==> src/cmf_pkg.sv <==
// Purpose: constants for the codec mixer and format control bank
// Assumes: indexes 0..8 of the indirect register space
// Notes: field positions and reset values shared by both modules
package cmf_pkg;

    localparam int unsigned NUM_REGS = 9;

    localparam logic [3:0] IDX_LEFT_ADC = 4'h0;
    localparam logic [3:0] IDX_AUX_ONE = 4'h2;
    localparam logic [3:0] IDX_AUX_TWO = 4'h4;
    localparam logic [3:0] IDX_DAC = 4'h6;
    localparam logic [3:0] IDX_RATE_FMT = 4'h8;

    localparam logic [7:0] RST_ADC = 8'h00;
    localparam logic [7:0] RST_AUX_ONE = 8'he8;
    localparam logic [7:0] RST_AUX_TWO = 8'hc8;
    localparam logic [7:0] RST_DAC = 8'h80;
    localparam logic [7:0] RST_RATE_FMT = 8'h00;

    // bits that hold state; reserved bits are never stored
    localparam logic [7:0] KEEP_ADC = 8'hef;
    localparam logic [7:0] KEEP_AUX_TWO = 8'hdf;
    localparam logic [7:0] KEEP_ALL = 8'hff;
    localparam logic [7:0] RATE_BITS = 8'h0f;
    localparam logic [7:0] FMT_BITS = 8'hf0;

    localparam int unsigned MIC_BOOST_BIT = 5;
    localparam int unsigned SRC_LSB = 6;
    localparam int unsigned AUX_BYP_BIT = 5;
    localparam int unsigned AUX_IN_MUTE_BIT = 6;
    localparam int unsigned AUX_OUT_MUTE_BIT = 7;
    localparam int unsigned DAC_MUTE_BIT = 7;
    localparam int unsigned CLK_BASE_BIT = 0;
    localparam int unsigned DIV_LSB = 1;
    localparam int unsigned STEREO_BIT = 4;
    localparam int unsigned FMT_LSB = 5;

    typedef enum logic [1:0] {
        CMF_MODE1 = 2'b00,
        CMF_MODE_RSVD = 2'b01,
        CMF_MODE3 = 2'b11,
        CMF_MODE2 = 2'b10
    } cmf_mode_t;

    localparam logic [1:0] SRC_LINE = 2'h0;
    localparam logic [1:0] SRC_AUX_ONE = 2'h1;
    localparam logic [1:0] SRC_MIC = 2'h2;
    localparam logic [1:0] SRC_LOOPBACK = 2'h3;

    localparam logic [2:0] FMT_U8 = 3'h0;
    localparam logic [2:0] FMT_MULAW = 3'h1;
    localparam logic [2:0] FMT_LE16 = 3'h2;
    localparam logic [2:0] FMT_ALAW = 3'h3;
    localparam logic [2:0] FMT_RSVD_A = 3'h4;
    localparam logic [2:0] FMT_ADPCM = 3'h5;
    localparam logic [2:0] FMT_BE16 = 3'h6;
    localparam logic [2:0] FMT_RSVD_B = 3'h7;

    localparam logic [2:0] DIV_CODE_NA_A = 3'h4;
    localparam logic [2:0] DIV_CODE_NA_B = 3'h5;

    function automatic logic [11:0] cmf_rate_div(input logic [2:0] c);
        case (c)
            3'h0: cmf_rate_div = 12'd3072;
            3'h1: cmf_rate_div = 12'd1536;
            3'h2: cmf_rate_div = 12'd896;
            3'h3: cmf_rate_div = 12'd768;
            3'h4: cmf_rate_div = 12'd448;
            3'h5: cmf_rate_div = 12'd384;
            3'h6: cmf_rate_div = 12'd512;
            default: cmf_rate_div = 12'd2560;
        endcase
    endfunction : cmf_rate_div

endpackage : cmf_pkg

==> src/cmf_chan.sv <==
// Purpose: one channel's effective mixer controls
// Assumes: mode and feature inputs come from same-clock logic
// Notes: outputs registered, one cycle behind the register bank
`timescale 1ns/100ps
module cmf_chan import cmf_pkg::*; (
    input wire logic i_clk_sys,
    input wire logic i_rst_n,
    input wire logic [1:0] i_mode,
    input wire logic i_feature,
    input wire logic [7:0] i_adc_ctrl,
    input wire logic [7:0] i_aux_one,
    input wire logic [7:0] i_aux_two,
    input wire logic [7:0] i_dac,
    output logic [3:0] o_adc_gain,
    output logic o_mic_boost,
    output logic o_input_mux_mode,
    output logic [1:0] o_adc_source,
    output logic o_loopback,
    output logic [4:0] o_aux_one_gain,
    output logic o_aux_one_bypass_mute,
    output logic o_aux_one_in_mute,
    output logic o_aux_one_out_mute,
    output logic [4:0] o_aux_two_gain,
    output logic o_aux_two_in_mute,
    output logic o_aux_two_out_mute,
    output logic [6:0] o_master_volume,
    output logic o_master_mute,
    output logic [5:0] o_bus_wave_atten,
    output logic o_bus_wave_mute
);

    logic m3;
    logic [1:0] src;
    logic [31:0] nx_d;
    logic [31:0] nx_q;

    ////////////////////////////////////////////////////////////////////
    always_comb begin
        m3 = (i_mode == CMF_MODE3);
        src = i_adc_ctrl[SRC_LSB +: 2];
        nx_d = '0;
        nx_d[3:0] = i_adc_ctrl[3:0];
        nx_d[4] = !m3 && i_adc_ctrl[MIC_BOOST_BIT];
        nx_d[5] = !m3;
        nx_d[7:6] = src;
        nx_d[8] = (src == SRC_LOOPBACK);
        nx_d[13:9] = i_aux_one[4:0];
        // modes 1/2: bypass opens only when aux one is the source
        nx_d[14] = m3 ? i_aux_one[AUX_BYP_BIT]
                      : (src != SRC_AUX_ONE);
        nx_d[15] = !m3 || i_aux_one[AUX_IN_MUTE_BIT];
        nx_d[16] = i_aux_one[AUX_OUT_MUTE_BIT];
        nx_d[21:17] = i_aux_two[4:0];
        nx_d[22] = !m3 || i_aux_two[AUX_IN_MUTE_BIT];
        nx_d[23] = i_aux_two[AUX_OUT_MUTE_BIT];
        if (!i_feature) begin
            nx_d[30:24] = i_dac[6:0];
            nx_d[31] = i_dac[DAC_MUTE_BIT];
        end
    end

    always_ff @(posedge i_clk_sys or negedge i_rst_n) begin
        if (!i_rst_n) begin
            nx_q <= '0;
            o_bus_wave_atten <= '0;
            o_bus_wave_mute <= 1'b0;
        end else begin
            nx_q <= nx_d;
            // bit 6 is reserved in this reading and ignored
            o_bus_wave_atten <= i_feature ? i_dac[5:0] : '0;
            o_bus_wave_mute <= i_feature && i_dac[DAC_MUTE_BIT];
        end
    end

    assign o_adc_gain = nx_q[3:0];
    assign o_mic_boost = nx_q[4];
    assign o_input_mux_mode = nx_q[5];
    assign o_adc_source = nx_q[7:6];
    assign o_loopback = nx_q[8];
    assign o_aux_one_gain = nx_q[13:9];
    assign o_aux_one_bypass_mute = nx_q[14];
    assign o_aux_one_in_mute = nx_q[15];
    assign o_aux_one_out_mute = nx_q[16];
    assign o_aux_two_gain = nx_q[21:17];
    assign o_aux_two_in_mute = nx_q[22];
    assign o_aux_two_out_mute = nx_q[23];
    assign o_master_volume = nx_q[30:24];
    assign o_master_mute = nx_q[31];
endmodule : cmf_chan

==> src/cmf_regs.sv <==
// Purpose: indirect registers 0..8, mixer and rate/format control
// Assumes: index, strobes and mode inputs are same-clock logic
// Notes: index register and host bus decode live outside
`timescale 1ns/100ps

module cmf_regs import cmf_pkg::*; (
    input wire logic i_clk_sys,
    input wire logic i_reset_n,
    input wire logic [3:0] i_index,
    input wire logic i_data_wr,
    input wire logic i_data_rd,
    input wire logic [7:0] i_wdata,
    input wire logic [1:0] i_codec_mode,
    input wire logic i_mode_change_enable,
    input wire logic i_playback_mode_change_enable,
    input wire logic i_interface_feature_enable,
    input wire logic i_wavetable_enable,
    input wire logic i_alt_rate_enable,
    input wire logic i_interface_rate_override,
    output logic [7:0] o_rdata,
    output logic o_rdata_valid,
    output logic [1:0][3:0] o_adc_gain,
    output logic [1:0] o_mic_boost,
    output logic [1:0] o_input_mux_mode,
    output logic [1:0][1:0] o_adc_source,
    output logic [1:0] o_loopback,
    output logic [1:0][4:0] o_aux_one_gain,
    output logic [1:0] o_aux_one_bypass_mute,
    output logic [1:0] o_aux_one_in_mute,
    output logic [1:0] o_aux_one_out_mute,
    output logic [1:0][4:0] o_aux_two_gain,
    output logic [1:0] o_aux_two_in_mute,
    output logic [1:0] o_aux_two_out_mute,
    output logic [1:0][6:0] o_master_volume,
    output logic [1:0] o_master_mute,
    output logic [1:0][5:0] o_bus_wave_atten,
    output logic [1:0] o_bus_wave_mute,
    output logic o_clock_base_select,
    output logic [2:0] o_rate_divide_select,
    output logic [11:0] o_rate_divider,
    output logic o_rate_code_valid,
    output logic o_rate_from_regs,
    output logic o_play_stereo,
    output logic o_capture_follows_play,
    output logic [2:0] o_data_format,
    output logic o_data_format_valid
);

    ////////////////////////////////////////////////////////////////////
    // register masks per index

    function automatic logic [7:0] keep_mask(input logic [3:0] idx);
        case (idx)
            4'h0, 4'h1: keep_mask = KEEP_ADC;
            4'h4, 4'h5: keep_mask = KEEP_AUX_TWO;
            4'h2, 4'h3, 4'h6, 4'h7, 4'h8: keep_mask = KEEP_ALL;
            default: keep_mask = 8'h00;
        endcase
    endfunction : keep_mask

    function automatic logic [7:0] reset_val(input logic [3:0] idx);
        case (idx)
            4'h2, 4'h3: reset_val = RST_AUX_ONE;
            4'h4, 4'h5: reset_val = RST_AUX_TWO;
            4'h6, 4'h7: reset_val = RST_DAC;
            4'h8: reset_val = RST_RATE_FMT;
            default: reset_val = RST_ADC;
        endcase
    endfunction : reset_val

    ////////////////////////////////////////////////////////////////////
    // reset release

    logic rst_meta_q;
    logic rst_n_q;

    always_ff @(posedge i_clk_sys or negedge i_reset_n) begin
        if (!i_reset_n) begin
            rst_meta_q <= 1'b0;
            rst_n_q <= 1'b0;
        end else begin
            rst_meta_q <= 1'b1;
            rst_n_q <= rst_meta_q;
        end
    end

    ////////////////////////////////////////////////////////////////////
    // register file and host access

    logic [7:0] regs_q [0:NUM_REGS-1];
    logic [7:0] regs_d [0:NUM_REGS-1];
    logic [7:0] wmask;
    logic [7:0] rdata_d;
    logic in_range;
    logic mode_change_enable;
    logic fmt_open;

    always_comb begin
        regs_d = regs_q;
        rdata_d = 8'h00;
        mode_change_enable = i_mode_change_enable;
        fmt_open = mode_change_enable || i_playback_mode_change_enable;
        in_range = (i_index <= IDX_RATE_FMT);
        wmask = keep_mask(i_index);
        if (i_index == IDX_RATE_FMT) begin
            // rate bits need full mode change; format also via playback
            if (!mode_change_enable)
                wmask = wmask & ~RATE_BITS;
            if (!fmt_open)
                wmask = wmask & ~FMT_BITS;
        end
        if (i_data_wr && in_range) begin
            regs_d[i_index] = (regs_q[i_index] & ~wmask)
                            | (i_wdata & wmask);
        end
        // reserved bits are not stored and read back as zero
        if (in_range)
            rdata_d = regs_q[i_index];
    end

    always_ff @(posedge i_clk_sys or negedge rst_n_q) begin
        if (!rst_n_q) begin
            for (int i = 0; i < NUM_REGS; i++) begin
                regs_q[i] <= reset_val(4'(i)) & keep_mask(4'(i));
            end
            o_rdata <= 8'h00;
            o_rdata_valid <= 1'b0;
        end else begin
            regs_q <= regs_d;
            if (i_data_rd)
                o_rdata <= rdata_d;
            o_rdata_valid <= i_data_rd;
        end
    end

    ////////////////////////////////////////////////////////////////////
    // per-channel mixer decode, index 0 is left

    logic feature_on;

    assign feature_on = i_interface_feature_enable || i_wavetable_enable;

    for (genvar ch = 0; ch < 2; ch++) begin : g_chan
        cmf_chan u_chan (
            .i_clk_sys(i_clk_sys),
            .i_rst_n(rst_n_q),
            .i_mode(i_codec_mode),
            .i_feature(feature_on),
            .i_adc_ctrl(regs_q[IDX_LEFT_ADC + 4'(ch)]),
            .i_aux_one(regs_q[IDX_AUX_ONE + 4'(ch)]),
            .i_aux_two(regs_q[IDX_AUX_TWO + 4'(ch)]),
            .i_dac(regs_q[IDX_DAC + 4'(ch)]),
            .o_adc_gain(o_adc_gain[ch]),
            .o_mic_boost(o_mic_boost[ch]),
            .o_input_mux_mode(o_input_mux_mode[ch]),
            .o_adc_source(o_adc_source[ch]),
            .o_loopback(o_loopback[ch]),
            .o_aux_one_gain(o_aux_one_gain[ch]),
            .o_aux_one_bypass_mute(o_aux_one_bypass_mute[ch]),
            .o_aux_one_in_mute(o_aux_one_in_mute[ch]),
            .o_aux_one_out_mute(o_aux_one_out_mute[ch]),
            .o_aux_two_gain(o_aux_two_gain[ch]),
            .o_aux_two_in_mute(o_aux_two_in_mute[ch]),
            .o_aux_two_out_mute(o_aux_two_out_mute[ch]),
            .o_master_volume(o_master_volume[ch]),
            .o_master_mute(o_master_mute[ch]),
            .o_bus_wave_atten(o_bus_wave_atten[ch]),
            .o_bus_wave_mute(o_bus_wave_mute[ch])
        );
    end

    ////////////////////////////////////////////////////////////////////
    // rate and format decode

    logic [7:0] rf;
    logic [2:0] div_code;
    logic [2:0] fmt_d;
    logic base_d;
    logic rate_ok_d;
    logic mode_one;

    always_comb begin
        rf = regs_q[IDX_RATE_FMT];
        mode_one = (i_codec_mode == CMF_MODE1);
        base_d = rf[CLK_BASE_BIT];
        div_code = rf[DIV_LSB +: 3];
        // first clock base cannot make the two fastest codes
        rate_ok_d = base_d || ((div_code != DIV_CODE_NA_A)
                    && (div_code != DIV_CODE_NA_B));
        fmt_d = rf[FMT_LSB +: 3];
        if (mode_one)
            fmt_d[2] = 1'b0;
    end

    always_ff @(posedge i_clk_sys or negedge rst_n_q) begin
        if (!rst_n_q) begin
            o_clock_base_select <= 1'b0;
            o_rate_divide_select <= 3'h0;
            o_rate_divider <= 12'd3072;
            o_rate_code_valid <= 1'b1;
            o_rate_from_regs <= 1'b1;
            o_play_stereo <= 1'b0;
            o_capture_follows_play <= 1'b1;
            o_data_format <= FMT_U8;
            o_data_format_valid <= 1'b1;
        end else begin
            o_clock_base_select <= base_d;
            o_rate_divide_select <= div_code;
            o_rate_divider <= cmf_rate_div(div_code);
            o_rate_code_valid <= rate_ok_d;
            // alternate rate logic owns the rate when either is set
            o_rate_from_regs <= !(i_alt_rate_enable
                               || i_interface_rate_override);
            // stereo: L then R; mono: copy to both, capture left only
            o_play_stereo <= rf[STEREO_BIT];
            o_capture_follows_play <= mode_one;
            o_data_format <= fmt_d;
            o_data_format_valid <= (fmt_d != FMT_RSVD_A)
                                && (fmt_d != FMT_RSVD_B);
        end
    end

    logic wr8;
    assign wr8 = i_data_wr && (i_index == IDX_RATE_FMT);
endmodule : cmf_regs

==> config.mk <==
export PLATFORM = sky130hd
export DESIGN_NAME = cmf_regs
export DESIGN_NICKNAME = d
export VERILOG_FILES = /design/src/cmf_pkg.sv /design/src/cmf_chan.sv /design/src/cmf_regs.sv
export SDC_FILE = /design/constraint.sdc
export NUM_CORES = 1
export LEC_CHECK = 0
export ABC_AREA = 1
export BUFFER_PORTS_ARGS = -buffer_cell sky130_fd_sc_hd__buf_2
export CORE_MARGIN = 1
export CORE_UTILIZATION = 55
export CTS_CLUSTER_SIZE = 12
export DETAILED_ROUTE_END_ITERATION = 6
export PLACE_DENSITY = 0.82
export SYNTH_ARGS = -nofsm -noshare
export SYNTH_HDL_FRONTEND = slang
export SYNTH_SLANG_ARGS = --single-unit
==> constraint.sdc <==
create_clock -name i_clk_sys -period 5.9 [get_ports i_clk_sys]
set_input_delay 0 -clock i_clk_sys [delete_from_list [all_inputs] [get_ports i_clk_sys]]
set_output_delay 0 -clock i_clk_sys [all_outputs]
set_load 0.005 [all_outputs]
==> results.md, run 1 <==
* Sink Count at 178
* Global-route wire length before repair at 26020 µm
* Final setup violation count at 0
* Inserted Clock Buffers at 17
* Tmin final at 1.881 ns
* Post-cts gate resize count at 0
* Layout cells sized above 1 at 0.2760
* Worst setup EP type: flip-flop
* Initial Util at 0.5717
* Reg clk slew, reported paths at 0.06 ns
* Post-Synth XOR/XNOR Area at 0.001260
* Max Fanout on Critical Path at 17
* Post-Route Setup TNS at 0 ns
* Lkg Pwr at 4.334 nW
* Initial antenna violation count at 0
* Reg2reg start: rst_n_q
* Routed Antenna Nets at 0
* Synthesized instance count at 686
* Cell Pwr Density at 380.4 mW/mm²
* Total power at 3.168 mW
* Mapped Area at 0.006953 mm²
* Clock buffer depth at 2
* Yosys reg bits at 178
* Crit path kind: input port to flip-flop
* Worst Hold Launch: i_codec_mode[1]
* Total GRT Usage at 0.2681
* Total of max-cap violations at 0
* CORE AREA at 0.01216 mm²
* Most common cell after layout, fill and taps aside: nand2_1
* GR Overflow Total at 0
* CP Launch Type: input port
* Peak VDD IR at 240.1 µV
* Placed cell area at 0.007542 mm²
* Final instance area at 0.008327 mm²
* Die area at 0.01310 mm²
* Die X at 114.4 µm
* Layout Nets at 839
* Vias at 5275
* Relative slew margins at 0.2700
* Drt first pass iters at 5
* Vias/cell at 5.307
* Status: complete, no violations
* Unique masters post-synth at 31
* Skew final at 0.005988 ns
* Area delta synth->final at 19.76%
* Hpwl dp at 11250 µm
* Site Rows at 40
* Req. time, crit path at 6.26 ns
* DRT iter0 DRCs at 441
* Yosys synthesis warning count at 0
* FMAX at 531.5 MHz
* Number of global-route vias before repair at 5186
* Post-Synth Simple-Gate Area at 0.2138
* Compound-Gate Fraction of Synth Area at 0.06136
* Sequential fraction of the synthesis area at 0.6446
* Final period util at 0.3189
* Worst Tran Pin Value at 1.095 ns
* GP Congestion at 1.004
* Max-slew violations at 0
* CTS tree: built
* I/O pins at 135
* IO Port Bufs at 128
* Post-CTS setup buffer count at 0
* Main combinational cell family by area after synthesis: simple AND/OR/NAND/NOR gates
* Final hold violations at 0
* Commonest non-fill, non-tap cells in the layout: nand2_1, dfrtp_1, buf_2
* Clock root buffer master: clkbuf_16
* RSZ-0062 raised after global routing: false
* Die Y at 114.4 µm
* H-tree levels at 4
* Worst min path class: input port to flip-flop
* Syn_area_per_cell at 10.14 µm²
* Routed len/inst at 16.33 µm
* Arr. time, crit path at 2.24 ns
* Overall routed net length at 16230 µm
* Beginning of the critical path: i_index[0]
* Multiplexer share of the synthesized area at 0
* Largest net degree at the start of global routing at 94
* DRC Markers at 0
* Synth Area in Adders at 0.003599
* Diodes inserted at 0
* Clock Latency Late Sink at 0.43 ns
layer usage:
layer  routed length [µm]  track usage  share of wire
met4                  407       0.1255          0.025
met2                 7978       0.4283           0.49
met5                    0            0              0
met1                 6671       0.3527           0.41
met3                 1173      0.05929          0.072
worst max-delay path, cell delays in order:
cell and delay (ns):
buf_2 0.20, nor2_4 0.44, nand2_1 0.12, nor2_2 0.46, nand4_2 0.21, a31oi_1 0.22, dlygate4sd3_1 0.58
what timing repair did:
item / CTS / global route
setup endpoints to repair: 0 / 0
endpoints found under the hold margin: 32 / 0
hold buffers: 18 / 0
logic make-up (layout without fill, tap and decap cells):
| group | after synthesis | in the layout |
|---|---|---|
| and+or+nand+nor | 327 | 327 |
| DFF | 178 | 178 |
| buffers and inverters | 102 | 237 |
| AOI/OAI and AO/OA | 74 | 74 |
| adders and majority gates | 2 | 2 |
| other | 2 | 7 |
| xor gates and xnor gates | 1 | 1 |
synthesized netlist by cell type:
cell      instances  share of area
nand2_2           6         0.0054
nand2_1         213           0.11
a31oi_1           8         0.0072
o21bai_1          1         0.0011
o21ai_0          22          0.016
nand4_2           5         0.0090
o21ai_1          21          0.015
dfstp_2          22          0.083
nor2_4            3         0.0049
buf_6             3         0.0049
dfrtp_1         156           0.56
nor3_1            1        0.00072
nand3_2           1         0.0014
o21ai_2           3         0.0038
nor2_2            3         0.0027
ha_1              2         0.0036
a22oi_1          13          0.014
inv_2            13         0.0070
inv_1            43          0.023
xnor2_1           1         0.0013
nor2_1           52          0.028
clkbuf_1         10         0.0054
conb_1            2         0.0011
or2_0             2         0.0018
nand4_1           3         0.0027
a21oi_1           6         0.0043
nand3_1          28          0.020
buf_2             5         0.0036
or2_2             4         0.0036
nor4_4            6          0.018
buf_4            28          0.030
sequential cells by signal (all words and copies together) (netlist names), 2 cells and up:
register,cells
g_chan.u_chan.nx_q,63
g_chan.u_chan.o_bus_wave_atten,12
g_chan.u_chan.o_bus_wave_mute,2
o_data_format,3
o_rate_divide_select,3
o_rate_divider,6
o_rdata,8
regs_q,64
rf,8
report_power, final:
part / internal, mW / leakage, nW / switching [mW] / total (mW)
Clock: 0.679 / 0.287 / 0.460 / 1.14
Combinational: 0.186 / 1.81 / 0.259 / 0.444
Sequential: 1.45 / 2.23 / 0.136 / 1.58
through the flow:
stage,hold slack (ns),instances,util,setup slack [ns]
CTS,0.004968,994,0.6847,4.056
global route,0.04111,994,0.6847,3.845
global placement,-0.2154,944,0.6202,3.835
detailed placement,-0.2121,944,0.6202,3.781
floorplan,-0.2956,691,-,0.6112
finish,0.03077,994,0.6847,4.019
cell type report:
class | count | area (µm²)
clock buffer | 20 | 446.7
fill | 888 | 3835
sequential | 178 | 4486
tap | 168 | 210.2
clock inverter | 12 | 157.7
inverter | 56 | 210.2
timing repair buffer | 149 | 843.3
multi-input combinational | 411 | 1973
path summary, 6_finish.rpt:
check                                             to  slack (ns)  depth (start not counted)
min                         g_chan[0].u_chan.nx_q[5]        0.03                          2
max reg2reg                g_chan[1].u_chan.nx_q[13]        4.17                          1
max in group asynchronous  g_chan[1].u_chan.nx_q[13]        4.17                          1
max                                       regs_q[40]        4.02                          7
min reg2reg                g_chan[0].u_chan.nx_q[25]        0.28                          0
min in group asynchronous  g_chan[0].u_chan.nx_q[25]        0.28                          0
(Power assumes the default switching activity.)
==> run 2, diff against run 1 <==
- clock period: 5.9 -> 1.9 ns (I/O delays scaled with it)
==> run 2 against run 1 <==
Net effect:
- critical path depth stayed put
- first-iteration DRC count is 22% lower
- clock power grew to 3.1 times the previous value
- sequential cell count is the same
- global-route usage up 0.51 points
- count of clock-buffer cells in the layout is 1 lower
- routed wire length increased by 3.0%
- final area rose by 1.8%
- sequential share of layout area shrank 0.96 points
- critical path type unchanged
- largest cell class unchanged
- highest routed layer unchanged
==> results.md, run 2 (synthesis gave the netlist of run 1 again) <==
* Clock share of power at 0.356 (-0.004)
* Initial antenna violation count at 0 (unchanged)
* Post-Route Utilization at 0.6971 (+0.01245)
* Final instance area at 0.008478 mm² (+1.8%)
* Lkg Pwr at 4.421 nW (+2.0%)
* DRC Markers at 0 (unchanged)
* Die X at 114.4 µm (unchanged)
* Number of global-route vias before repair at 5166 (-0.39%)
* Placed cells at 960 (+1.7%)
* Sink Count at 178 (unchanged)
* Req. time, crit path at 2.27 ns (-3.99 ns)
* Psw at 2.703 mW (+220%)
* Final period util at 0.9526
* Relative slew margins at 0.5872 (+0.3173)
* Post-CTS setup buffer count at 0 (unchanged)
* Diodes inserted at 0 (unchanged)
* Routed Antenna Nets at 0 (unchanged)
* Internal power component at 7.128 mW (+210%)
* Skew final at 0.008639 ns (+0.002651 ns)
* CP Launch Type: input port
* CORE AREA at 0.01216 mm² (unchanged)
* Site Rows at 40 (unchanged)
* Total power at 9.831 mW (+210%)
* Commonest non-fill, non-tap cells in the layout: nand2_1, dfrtp_1, buf_2
* Die area at 0.01310 mm² (unchanged)
* Clock buffer depth at 2 (unchanged)
* Final setup violation count at 0 (unchanged)
* Crit path kind: input port to flip-flop
* Layout Nets at 856 (+2.0%)
* CTS tree: built
* Routed len/inst at 16.53 µm (+1.3%)
* Total of max-cap violations at 0 (unchanged)
* Worst min path class: input port to flip-flop
* Hold Slack at 0.03139 ns (+0.0006147 ns)
* Sw Share at 0.2749 (+0.004974)
* Tmin final at 1.810 ns
* Final worst slack at 0.08997 ns (-3.929 ns)
* Largest net degree at the start of global routing at 54 (-43%)
* Post-Route Setup TNS at 0 ns (unchanged)
* Top Metal Used: met4
* Comb power frac at 0.145 (+0.005)
* Global-route wire length before repair at 26040 µm (about the same)
* WL met3 at 1286 µm (+9.6%)
* Final hold violations at 0 (unchanged)
* Max-slew violations at 0 (unchanged)
* Met1 wire length at 6882 µm (+3.2%)
* RSZ-0062 raised after global routing: false
* Cell Pwr Density at 1160 mW/mm² (+200%)
* Status: complete, no violations
* Layout cells sized above 1 at 0.2918 (+0.01579)
* Top reg by flops: regs_q
* Inserted Clock Buffers at 17 (unchanged)
* Placed cell area at 0.007687 mm² (+1.9%)
* Clock Latency Late Sink at 0.43 ns (about the same)
* Vias at 5257 (-0.34%)
* Reg power frac at 0.499 (about the same)
* Drt first pass iters at 5 (unchanged)
* Max FFs per register at 64 (unchanged)
* I/O pins at 135 (unchanged)
* GR Overflow Total at 0 (unchanged)
* Post-cts gate resize count at 0 (unchanged)
* IO Port Bufs at 128 (unchanged)
* Largest regs: regs_q (64), g_chan.u_chan.nx_q (63), g_chan.u_chan.o_bus_wave_atten (12)
* H-tree levels at 4 (unchanged)
* Worst setup EP type: flip-flop
* Vias/cell at 5.200 (-2.0%)
* Most common cell after layout, fill and taps aside: nand2_1
* Clock root buffer master: clkbuf_16
* Die Y at 114.4 µm (unchanged)
* Area delta synth->final at 21.94%
* Reg clk slew, reported paths at 0.07 ns (about the same)
* Arr. time, crit path at 2.18 ns (-0.06 ns)
* Initial Util at 0.5717 (unchanged)
* Metal2 WL at 8050 µm (+0.90%)
* Worst Tran Pin Value at 0.6145 ns (-0.4805 ns)
* DRT iter0 DRCs at 346 (-22%)
* Non-Filler Instances at 1011 (+1.7%)
* Peak VDD IR at 719.3 µV (+200%)
* Total GRT Usage at 0.2732 (+0.005075)
* GP Congestion at 0.9474 (-5.7%)
* DP Worst Slack at 0.2944 ns (-3.486 ns)
* Overall routed net length at 16710 µm (+3.0%)
* FMAX at 552.5 MHz
* Hpwl dp at 11650 µm (+3.6%)
* Max Fanout on Critical Path at 9 (-8)
==> run 2: cell count changes in the layout (fill, tap and decap cells not counted), sizes merged <==
cell and change:
buf +16, inv +4, clkinv -3, bufinv -1, clkbuf -1, clkinvlp +1
dlygate4sd3 +1
==> run 2: timing repair <==
action,in CTS,in global routing
endpoints found under the setup margin,0,2
hold buffers,19,0
hold endpoints to repair,39,0
==> run 2: power by group through the flow <==
| stage | Sequential [mW] | Clock [mW] | Combinational, mW |
|---|---|---|---|
| final | 4.90 | 3.50 | 1.42 |
| after global routing | 4.97 | 3.72 | 1.60 |
| after CTS | 4.90 | 3.55 | 1.43 |
| after detailed placement | 4.96 | 0 | 1.37 |
| after global placement | 4.93 | 0 | 1.32 |
| after floorplan | 4.92 | 0 | 0.746 |
==> run 2: path summary, 6_finish.rpt <==
path                            startpoint               end  slack (ns)  cells past startpoint
worst min register to register     rst_n_q        regs_q[11]        0.32                      0
max in group asynchronous          rst_n_q  o_rate_from_regs        0.83                      1
worst min-delay path            i_index[0]        regs_q[38]        0.03                      4
worst max-delay path             i_data_wr        regs_q[40]        0.09                      7
worst max register to register  regs_q[53]        regs_q[45]        0.43                      8
min in group asynchronous          rst_n_q        regs_q[11]        0.32                      0
==> run 2: cell type report <==
class | instances | area (µm²)
clock buffers | 19 | 452.9
clock inverters | 13 | 147.6
fillers | 894 | 3684
inverters | 56 | 210.2
multi-input cells | 411 | 1973
flip-flops and latches | 178 | 4486
well taps | 168 | 210.2
repair buffers | 166 | 998.5
==> run 2: critical path, cell delays in order <==
cell,delay [ns]
dlygate4sd3_1,0.54
buf_2,0.18
inv_2,0.14
nor4_4,0.49
nor2_1,0.11
a31oi_1,0.16
dlygate4sd3_1,0.56
==> run 2: routing by layer <==
metal | GRT usage | vias up
met5 | 0 | -
met4 | 0.1238 | 0
met1 | 0.3637 | 2540
met2 | 0.4251 | 252
met3 | 0.07094 | 43
li1 | - | 2422
